$ cat src/logic/bpf_defines.vh
`ifndef BPF_DEFINES_VH
`define BPF_DEFINES_VH

// typical delays in microseconds, then clock in MHz and shorten divider
`define BPF_OC_DET_US      1000
`define BPF_OC_REL_US      1000
`define BPF_OD_DET_US      100000
`define BPF_OD_REL_US      1000
`define BPF_CUR_DET_US     5000
`define BPF_CUR_REL_US     1000
`define BPF_SC_DET_US      500
`define BPF_XC_DET_US      1500
`define BPF_XC_REL_US      1500
`define BPF_CLK_MHZ        125
`define BPF_SHORT_DIV      64

// register map, word byte addresses
`define BPF_ADDR_CTRL      4'h0
`define BPF_ADDR_STATUS    4'h4
`define BPF_ADDR_INPUTS    4'h8
`define BPF_ADDR_ID        4'hc
`define BPF_ID_VALUE       32'h0000b10c

// status bit positions
`define BPF_ST_CHG_GATE    0
`define BPF_ST_DSG_GATE    1
`define BPF_ST_OC          2
`define BPF_ST_OD          3
`define BPF_ST_CUR         4
`define BPF_ST_SC          5
`define BPF_ST_XC          6
`define BPF_ST_STBY        7
`define BPF_ST_PULL_VDD    8
`define BPF_ST_PULL_VSS    9
`define BPF_ST_SHORTEN     10

// control bit positions
`define BPF_CT_SHORTEN     0

`endif

$ cat src/logic/bpf_protect.v
// Operation
// over-charge, after delay, charge gate low
// load after over-charge cancels big hysteresis
// over-charge suppresses over-current, not short
// both cells released, load ok, charge gate high
// high node without load attached holds charge gate low
// excessive-charger check after over-charge release
// over-discharge, after delay, discharge gate low
// over-discharge enters stand-by, pull to supply
// stand-by left only when charger pulls node
// cells recovered, delayed discharge gate high
// over-current, after delay, discharge gate low
// over-current selects ground pull, no stand-by
// short circuit, short delay, discharge gate low
// short circuit selects ground pull, no stand-by
// node low again releases over-current/short
// excessive charger, after delay, charge gate low
// excessive charger gone early, detection abandoned
// excessive charger gone, delayed charge gate high
// no excessive-charger check while discharge low
// zero-volt cell charging enables charge gate
// shorten input divides counter delays
// short-circuit delay ignores shorten input
// over-discharge delays 100 ms and 1.0 ms
// over-current 5.0 ms, short 0.5 ms
// counters restart when condition drops
// shorten division ratio is a parameter
`timescale 1ns/10ps
`default_nettype none
`include "bpf_defines.vh"

module bpf_protect #(
	parameter SHORT_DIV = `BPF_SHORT_DIV,
	parameter CLK_MHZ   = `BPF_CLK_MHZ,
	parameter OC_DET    = `BPF_OC_DET_US * `BPF_CLK_MHZ,
	parameter OC_REL    = `BPF_OC_REL_US * `BPF_CLK_MHZ,
	parameter OD_DET    = `BPF_OD_DET_US * `BPF_CLK_MHZ,
	parameter OD_REL    = `BPF_OD_REL_US * `BPF_CLK_MHZ,
	parameter CUR_DET   = `BPF_CUR_DET_US * `BPF_CLK_MHZ,
	parameter CUR_REL   = `BPF_CUR_REL_US * `BPF_CLK_MHZ,
	parameter SC_DET    = `BPF_SC_DET_US * `BPF_CLK_MHZ,
	parameter XC_DET    = `BPF_XC_DET_US * `BPF_CLK_MHZ,
	parameter XC_REL    = `BPF_XC_REL_US * `BPF_CLK_MHZ
) (
	input  wire        core_clk,
	input  wire        rst,
	input  wire [1:0]  cell_overcharge,
	input  wire [1:0]  cell_oc_release,
	input  wire [1:0]  cell_overdischarge,
	input  wire        load_node_level,
	input  wire        load_attached,
	input  wire        overcurrent_threshold,
	input  wire        short_circuit,
	input  wire        excess_charger,
	input  wire        standby_release,
	input  wire        zero_volt_ok,
	input  wire        shorten_pin,
	input  wire [3:0]  avs_address,
	input  wire        avs_read,
	input  wire        avs_write,
	input  wire [31:0] avs_writedata,
	output reg  [31:0] avs_readdata,
	output wire        avs_waitrequest,
	output reg         charge_gate,
	output reg         discharge_gate,
	output reg         pull_to_vdd,
	output reg         pull_to_vss,
	output reg         standby,
	output reg         hyst_cancel
);

	localparam CW = 24;

	// synchronisers: stage one is read only by stage two
	localparam NS = 14;
	wire [NS-1:0] raw_in = {cell_overcharge, cell_oc_release,
		cell_overdischarge, load_node_level, load_attached,
		overcurrent_threshold, short_circuit, excess_charger,
		standby_release, zero_volt_ok, shorten_pin};
	reg  [NS-1:0] sync1;
	reg  [NS-1:0] sync2;
	always @(posedge core_clk or posedge rst) begin
		if (rst) begin
			sync1 <= {NS{1'b0}};
			sync2 <= {NS{1'b0}};
		end else begin
			sync1 <= raw_in;
			sync2 <= sync1;
		end
	end

	wire [1:0] s_ovc  = sync2[13:12];
	wire [1:0] s_rel  = sync2[11:10];
	wire [1:0] s_ovd  = sync2[9:8];
	wire       s_node = sync2[7];
	wire       s_load = sync2[6];
	wire       s_cur  = sync2[5];
	wire       s_sc   = sync2[4];
	wire       s_xc   = sync2[3];
	wire       s_stbr = sync2[2];
	wire       s_zero = sync2[1];
	wire       s_pin  = sync2[0];

	reg  ctrl_shorten;
	wire shorten = s_pin | ctrl_shorten;

	// terminal count, divided in shorten mode
	function [CW-1:0] term;
		input [CW-1:0] full;
		input          sh;
		reg   [CW-1:0] q;
		begin
			q = full / SHORT_DIV[CW-1:0];
			if (!sh)
				term = full;
			else if (q == {CW{1'b0}})
				term = {{(CW-1){1'b0}}, 1'b1};
			else
				term = q;
		end
	endfunction

	// states
	reg oc_st;
	reg od_st;
	reg cur_st;
	reg sc_st;
	reg xc_st;
	reg zero_armed;

	// conditions driving each timer
	wire any_ovc  = |s_ovc;
	wire both_rel = &s_rel;
	wire rel_ok   = both_rel & (~s_node | s_load);
	wire any_ovd  = |s_ovd;
	wire ovd_clr  = ~any_ovd;
	wire xc_eval  = discharge_gate & ~oc_st;

	localparam NT = 9;
	wire [NT-1:0] cond;
	assign cond[0] = ~oc_st & any_ovc;
	assign cond[1] = oc_st & rel_ok;
	assign cond[2] = ~od_st & ~oc_st & any_ovd;
	assign cond[3] = od_st & ~standby & ovd_clr;
	assign cond[4] = ~cur_st & ~oc_st & ~od_st & ~sc_st & s_cur;
	// a shorted node is above the over-current level as well
	assign cond[5] = (cur_st | sc_st) & ~s_cur & ~s_sc;
	assign cond[6] = ~sc_st & ~od_st & s_sc;
	assign cond[7] = ~xc_st & xc_eval & s_xc;
	assign cond[8] = xc_st & ~s_xc;

	wire [CW-1:0] full [0:NT-1];
	assign full[0] = OC_DET[CW-1:0];
	assign full[1] = OC_REL[CW-1:0];
	assign full[2] = OD_DET[CW-1:0];
	assign full[3] = OD_REL[CW-1:0];
	assign full[4] = CUR_DET[CW-1:0];
	assign full[5] = CUR_REL[CW-1:0];
	assign full[6] = SC_DET[CW-1:0];
	assign full[7] = XC_DET[CW-1:0];
	assign full[8] = XC_REL[CW-1:0];

	wire [NT-1:0] fire;
	genvar g;
	generate
		for (g = 0; g < NT; g = g + 1) begin : g_tmr
			reg  [CW-1:0] cnt;
			wire [CW-1:0] lim;
			// short-circuit delay is analog, not shortened
			assign lim = (g == 6) ? full[g] : term(full[g], shorten);
			assign fire[g] = cond[g] & (cnt >= lim - 1'b1);
			always @(posedge core_clk or posedge rst) begin
				if (rst)
					cnt <= {CW{1'b0}};
				else if (!cond[g] || fire[g])
					cnt <= {CW{1'b0}};
				else
					cnt <= cnt + 1'b1;
			end
		end
	endgenerate

	always @(posedge core_clk or posedge rst) begin
		if (rst) begin
			oc_st      <= 1'b0;
			od_st      <= 1'b0;
			cur_st     <= 1'b0;
			sc_st      <= 1'b0;
			xc_st      <= 1'b0;
			standby    <= 1'b0;
			zero_armed <= 1'b0;
		end else begin
			zero_armed <= s_zero;
			if (fire[0])
				oc_st <= 1'b1;
			else if (fire[1])
				oc_st <= 1'b0;
			if (fire[2]) begin
				od_st   <= 1'b1;
				standby <= 1'b1;
				cur_st  <= 1'b0;
			end else if (fire[3])
				od_st <= 1'b0;
			if (standby && s_stbr)
				standby <= 1'b0;
			if (fire[4])
				cur_st <= 1'b1;
			if (fire[6])
				sc_st <= 1'b1;
			if (fire[5]) begin
				cur_st <= 1'b0;
				sc_st  <= 1'b0;
			end
			if (fire[7])
				xc_st <= 1'b1;
			else if (fire[8] || !xc_eval)
				xc_st <= 1'b0;
		end
	end

	// gate and pull outputs, registered
	always @(posedge core_clk or posedge rst) begin
		if (rst) begin
			charge_gate    <= 1'b0;
			discharge_gate <= 1'b1;
			pull_to_vdd    <= 1'b0;
			pull_to_vss    <= 1'b0;
			hyst_cancel    <= 1'b0;
		end else begin
			charge_gate    <= (~oc_st & ~xc_st) | (zero_armed & ~oc_st);
			discharge_gate <= ~od_st & ~cur_st & ~sc_st;
			pull_to_vdd    <= od_st;
			pull_to_vss    <= (cur_st | sc_st) & ~od_st;
			hyst_cancel    <= oc_st & s_load;
		end
	end

	// avalon slave: one wait cycle, answer on second cycle
	reg ack;
	assign avs_waitrequest = (avs_read | avs_write) & ~ack;
	always @(posedge core_clk or posedge rst) begin
		if (rst) begin
			ack          <= 1'b0;
			ctrl_shorten <= 1'b0;
			avs_readdata <= 32'h00000000;
		end else begin
			ack <= (avs_read | avs_write) & ~ack;
			if (avs_write && !ack && avs_address == `BPF_ADDR_CTRL)
				ctrl_shorten <= avs_writedata[`BPF_CT_SHORTEN];
			if (avs_read && !ack) begin
				case (avs_address)
				`BPF_ADDR_CTRL:
					avs_readdata <= {31'h0, ctrl_shorten};
				`BPF_ADDR_STATUS:
					avs_readdata <= {21'h0, shorten, pull_to_vss,
						pull_to_vdd, standby, xc_st, sc_st, cur_st,
						od_st, oc_st, discharge_gate, charge_gate};
				`BPF_ADDR_INPUTS:
					avs_readdata <= {18'h0, sync2};
				`BPF_ADDR_ID:
					avs_readdata <= `BPF_ID_VALUE;
				default:
					avs_readdata <= 32'h00000000;
				endcase
			end
		end
	end

endmodule // bpf_protect

`default_nettype wire

$ cat config.mk
export PLATFORM = sky130hd
export DESIGN_NAME = bpf_protect
export DESIGN_NICKNAME = d
export VERILOG_FILES = /design/src/logic/bpf_protect.v
export VERILOG_INCLUDE_DIRS = /design/src /design/src/logic
export SDC_FILE = /design/constraint.sdc
export NUM_CORES = 1
export LEC_CHECK = 0
export BUFFER_PORTS_ARGS = -buffer_cell sky130_fd_sc_hd__buf_2
export CORE_AREA = 2 2 184 186
export CTS_BUF_LIST = sky130_fd_sc_hd__clkbuf_16
export CTS_CLUSTER_DIAMETER = 30
export DETAILED_ROUTE_END_ITERATION = 16
export DIE_AREA = 0 0 186 188
export SYNTH_ARGS = -nofsm -noshare
export SYNTH_HDL_FRONTEND = slang
export SYNTH_SLANG_ARGS = --single-unit
export TNS_END_PERCENT = 20
$ cat constraint.sdc
create_clock -name core_clk -period 10.9 [get_ports core_clk]
set_input_delay 0.545 -clock core_clk [delete_from_list [all_inputs] [get_ports core_clk]]
set_output_delay 0.545 -clock core_clk [all_outputs]
set_load 0.01 [all_outputs]
* After elaboration in Yosys (flattened, before gate mapping)
Index checks and enable logic that the tools add are counted.
** Word-level totals
- Flip-flop bits (word level) :: 290
- Latch bits :: 0
- Bits in writable memories :: 0
- ROM bits :: 0
- Bits of input ports :: 54
- Output and inout bits :: 39
- Word-level logic and storage cells :: 165
- Memories :: 0
** Operators by class
- Add/subtract/negate cells :: 13
- Multiply operators :: 0
- Divide/modulo/power cells :: 0
- $lt $le $gt $ge :: 9
- Equal/unequal tests :: 3
- Shifts and indexed selects :: 0
- Muxes and demuxes :: 27
- Bitwise operators :: 52
- Reduce and logical (&&, ||, !) cells :: 35
** Operator list (number)
- $mux W24 :: 10
- $add A24 B1 Y24 const B :: 9
- $ge A24 B24 Y1 :: 8
- $sub A24 B1 Y24 const B :: 4
- $pmux W16 S4 :: 1
- $and A1 B1 Y1 :: 35
- $ge A24 B16 Y1 const B :: 1
- $mux W20 :: 1
- $mux W18 :: 1
- $mux W17 :: 1
- $mux W1 :: 13
- $not A1 Y1 :: 12
- $logic_not A1 Y1 :: 11
- $logic_or A1 B1 Y1 :: 10
- $reduce_bool A2 Y1 :: 5
- $eq A4 B4 Y1 const B :: 2
- $or A1 B1 Y1 :: 5
- $eq A4 B3 Y1 const B :: 1
- $logic_and A1 B1 Y1 :: 4
- $logic_not A4 Y1 :: 1
- $reduce_or A2 Y1 :: 2
- $reduce_bool A3 Y1 :: 1
- $reduce_and A2 Y1 :: 1

* Depth between registers and ports, before layout
- Word-level depth :: 8
- Mapped depth :: 12

* Least setup slack after synthesis
Ideal clock, no wire load.
- Path kind :: register -> register
- From :: reg sync2[0]
- To :: reg g_tmr[5].cnt[10]
- Library setup time :: 0.121 ns
- Arrival time :: 2.709 ns
- Required time :: 10.779 ns
- Path slack :: 8.069 ns
- Cell stages (with the launch flop) :: 13
- Path buffers :: 3
- Period minus slack after synthesis :: 2.831 ns
- Path through :: dfrtp_1 -> nor2_1 -> inv_2 -> clkbuf_8 -> ha_1 -> nand2_1 -> a2111oi_0 -> o311ai_0 -> o211ai_1 -> a211o_1 -> clkbuf_1 -> buf_2 -> nor2_1
** Between the ends
- Longest elaborated chain between the ends :: 7
** RTL lines
- start: declaration :: line bpf_protect.v:81 : reg [NS-1:0] sync2;
- start signal: assignment :: line bpf_protect.v:85 : sync2 <= {NS{1'b0}};
- start signal: assignment :: line bpf_protect.v:88 : sync2 <= sync1;
- $or A1 B1 Y1 :: line bpf_protect.v:105 : wire shorten = s_pin | ctrl_shorten;
- $mux W17 :: line bpf_protect.v:114 : if (!sh)
- $sub A24 B1 Y24 :: line bpf_protect.v:171 : assign fire[g] = cond[g] & (cnt >= lim - 1'b1);
- $ge A24 B24 Y1 :: line bpf_protect.v:171
- $and A1 B1 Y1 :: line bpf_protect.v:171
- $logic_or A1 B1 Y1 :: line bpf_protect.v:175 : else if (!cond[g] || fire[g])
- $mux W24 :: line bpf_protect.v:175
- end signal: assignment :: line bpf_protect.v:174 : cnt <= {CW{1'b0}};
- end signal: assignment :: line bpf_protect.v:176 : cnt <= {CW{1'b0}};
- end signal: assignment :: line bpf_protect.v:178 : cnt <= cnt + 1'b1;
- end: declaration :: line bpf_protect.v:167 : reg [CW-1:0] cnt;
No other way between the ends.
A chain may end at the register's enable or synchronous reset.

* Final worst setup path
- From :: reg sync2[0]
- To :: reg g_tmr[2].cnt[3]
** Between the ends
- Longest elaborated chain between the ends :: 7
** RTL lines (line)
- $or A1 B1 Y1 :: bpf_protect.v:105
- $mux W24 :: bpf_protect.v:114
- $sub A24 B1 Y24 :: bpf_protect.v:171
- $ge A24 B24 Y1 :: bpf_protect.v:171
- $and A1 B1 Y1 :: bpf_protect.v:171
- $logic_or A1 B1 Y1 :: bpf_protect.v:175
- $mux W24 :: bpf_protect.v:175
- end signal: assignment :: bpf_protect.v:174
- end signal: assignment :: bpf_protect.v:176
- end signal: assignment :: bpf_protect.v:178
- end: declaration :: bpf_protect.v:167
No other way between the ends.

==> results.tsv <==
stage	metric	value	unit
logic_synthesis	synth_edf_count	0	
floorplanning	die-width	186	µm
logic_synthesis	synth.area.top_cells	dfrtp_1 (52%), nor2_1 (6.8%), ha_1 (6.6%)	
global_routing	grt_max_degree	117	
placed_design	dpl.hpwl	17200	µm
sta	max_freq	230.7	MHz
sta	min_period	4.335	ns
floorplanning	fp.dieH	188	µm
logic_synthesis	synth_async_sr_flop_share	100.0	%
cts	clockRootBuffer	clkbuf_16	
critical_path	cp-start-kind	flip-flop	
routing	first_iter_violations	510	
finish	multi_input_area	6056	µm²
cts	ctsHoldBuffers	0	
logic_synthesis	yosys-top-cells-count	dfrtp_1 (272), nor2_1 (237), xor2_1 (89), nand2_1 (86), ha_1 (69)	
cts	h-tree-depth	3	
logic_synthesis	yosys.area.top_type	dfrtp_1	
floorplanning	dieArea	34970	µm²
cts	clock_path_buffers	3	
cts	post-cts-setup-buffers	0	
routing	avgRoutedWirePerCell	14.07	µm
sta	hold_viol	0	
finish	area.sequential	6833	µm²
routing	drc	0	
logic_synthesis	synth.yosys.warnings	0	
power_and_ir_drop	irDropWorstVdd	0.0001293	V
placed_design	place_congestion	0.7982	
cts	cts_sinks	273	
finish	finalNetCount	1526	
floorplanning	core	33110	µm²
placed_design	numPortBuffers	44	
sta	fin_crit_sh	39.77	%
sta	rsz0062_at_grt	false	
finish	area.growth.synth_to_final	23.50	%
floorplanning	pin_count	93	
critical_path	worstPathRequired	11.37	ns
job	drv_cap	0	
routing	via_per_inst	4.907	
cts	post_cts_resized	0	
global_routing	grt.total_usage	16.18	%
cts	cts_tree	done	
sta	finalClockSkew	0.03674	ns
finish	drive_gt1_share	11.69	%
logic_synthesis	netlist_instances	1276	
global_routing	grt_pass1_wl	46100	µm
global_routing	gr-total-overflow	0	
finish	diodes	0	
logic_synthesis	synth-seq-cells	273	
routing	first_pass_iters	4	
outcome	status	finished, final reports clean	
global_routing	grt_pass1_vias	9488	
sta	relSlewSlack	29.61	%
logic_synthesis	yosysSeqAreaShare	52.33	%
hold_path	hold_path.class	primary input to flip-flop	
routing	drt_wl_total	26760	µm
logic_synthesis	syn-cell-area	13060	µm²
logic_synthesis	ys_types	72	
routing	vias	9333	
critical_path	cp_max_fo	40	
critical_path	path_class	flip-flop to flip-flop	
cts	numCtsBuffers	66	
sta	finalMaxSlewViolations	0	
critical_path	cp.arrival	4.80	ns
finish	nFillCells	3069	
logic_synthesis	syn_avg_cell_area	10.23	µm²
routing	postRouteAntennaNets	0	
floorplanning	start_util	39.43	%
sta	setup-tns-final	0	ns
power_and_ir_drop	p_leak	0.007078	µW
global_routing	antenna_found_initial	0	
logic_synthesis	synth.most_common_cell	dfrtp_1	
sta	setup_viol	0	
floorplanning	rows	67	
logic_synthesis	yosysTopAreaCellShare	52.13	%
sta	tightest_slew	1.056	ns
cts	insertion_delay	0.57	ns
logic_synthesis	yosys_most_used_dff	dfrtp_1	
cts	clkTransAtPathRegs	0.04	ns
power_and_ir_drop	powerDensity	200.6	nW/µm²
power_and_ir_drop	finalPower	3234	µW
critical_path	endpoint_kind	flip-flop	
-- per-stage QoR --
stage               area (µm²)  cells  utilization (%)  worst slack (ns)  hold WS [ns]
global placement         13830   1783            41.77             6.442        0.3334
finish                   16120   1902            48.69             6.565       0.08768
CTS                      16120   1902            48.69             6.415       0.06340
floorplan                13290   1337                -             2.833        0.3312
detailed placement       13830   1783            41.77             6.419        0.3347
global route             16120   1902            48.69             6.142       0.07517
-- path summary, 6_finish.rpt --
path,startpoint,to,slack (ns),cells past startpoint
max,sync2[0],g_tmr[2].cnt[3],6.56,9
min,short_circuit,sync1[4],0.09,1
max reg2reg,sync2[0],g_tmr[2].cnt[3],6.56,9
min reg2reg,sync1[11],sync2[11],0.34,0
max in group asynchronous,rst,g_tmr[1].cnt[5],8.31,4
min in group asynchronous,rst,g_tmr[5].cnt[15],0.17,2
-- sequential cells by signal, indices dropped and copies added, names as in the netlist --
name and cells:
hyst_cancel 1, oc_st 1, xc_st 1, pull_to_vdd 1, g_tmr.cnt 216, charge_gate 1
cur_st 1, sc_st 1, pull_to_vss 1, sync2 14, ack 1, od_st 1
sync1 14, discharge_gate 1, zero_armed 1, avs_readdata 15, standby 1, ctrl_shorten 1
-- area by class of cell --
| class | instances | area share, % |
|---|---|---|
| Sequential cell | 273 | 42.38 |
| Inverter | 31 | 0.7682 |
| Clock inverter | 52 | 3.826 |
| Timing Repair Buffer | 49 | 1.599 |
| Multi-Input combinational cell | 982 | 37.56 |
| Clock buffer | 67 | 10.40 |
| Tap cell | 448 | 3.476 |
-- critical path: stages, from the launching register on --
cell,delay [ns]
dfrtp_1,0.79
nor2_1,0.17
inv_2,0.61
buf_4,0.55
ha_1,0.34
a211o_1,0.26
a211oi_1,0.23
o211ai_1,0.21
or4_1,0.85
nor2b_1,0.23
-- metal layers --
layer | part of all wire, % | GRT usage, %
met1 | 48 | 21.80
met2 | 45 | 25.22
met3 | 4.6 | 3.845
met4 | 2.6 | 6.208
met5 | 0 | 0
-- layout by cell type (no fill, tap or decap), drive strengths merged, types with 5 or more instances in the layout --
master and count:
nor3 20, xnor2 60, conb 62, buf 49, o211ai 5, o21ai 31, nor2b 12, nand2 86
and3 27, and4 13, inv 43, nand4 31, dfrtp 272, ha 69, clkinvlp 5, a31oi 6
xor2 89, nor2 238, nand3 68, or3 7, or2 5, a2bb2oi 5, nor4 20, a22oi 7
o31ai 7, bufinv 10, or4 11, clkbuf 67, a21oi 31, a211oi 5, clkinv 25
-- where the power goes --
group          switching (µW)  internal [µW]
clock                     624           1370
sequential               25.2           1050
combinational             117           53.8
total                     766           2470
-- kinds of logic (layout without fill, tap and decap cells) --
group / count (synthesis) / after routing / share of synthesized area (%)
AND/OR/NAND/NOR: 557 / 557 / 20.23
AO/OA/AOI/OAI: 141 / 141 / 7.446
buffers and inverters: 82 / 199 / 3.038
adder cells (fa/ha/maj): 69 / 69 / 6.612
multiplexers: 4 / 4 / 0.3162
XOR/XNOR: 149 / 149 / 9.995
other: 1 / 62 / 0.02872
flip-flops: 273 / 273 / 52.33
Note: power is estimated with default switching activity, not from simulation.
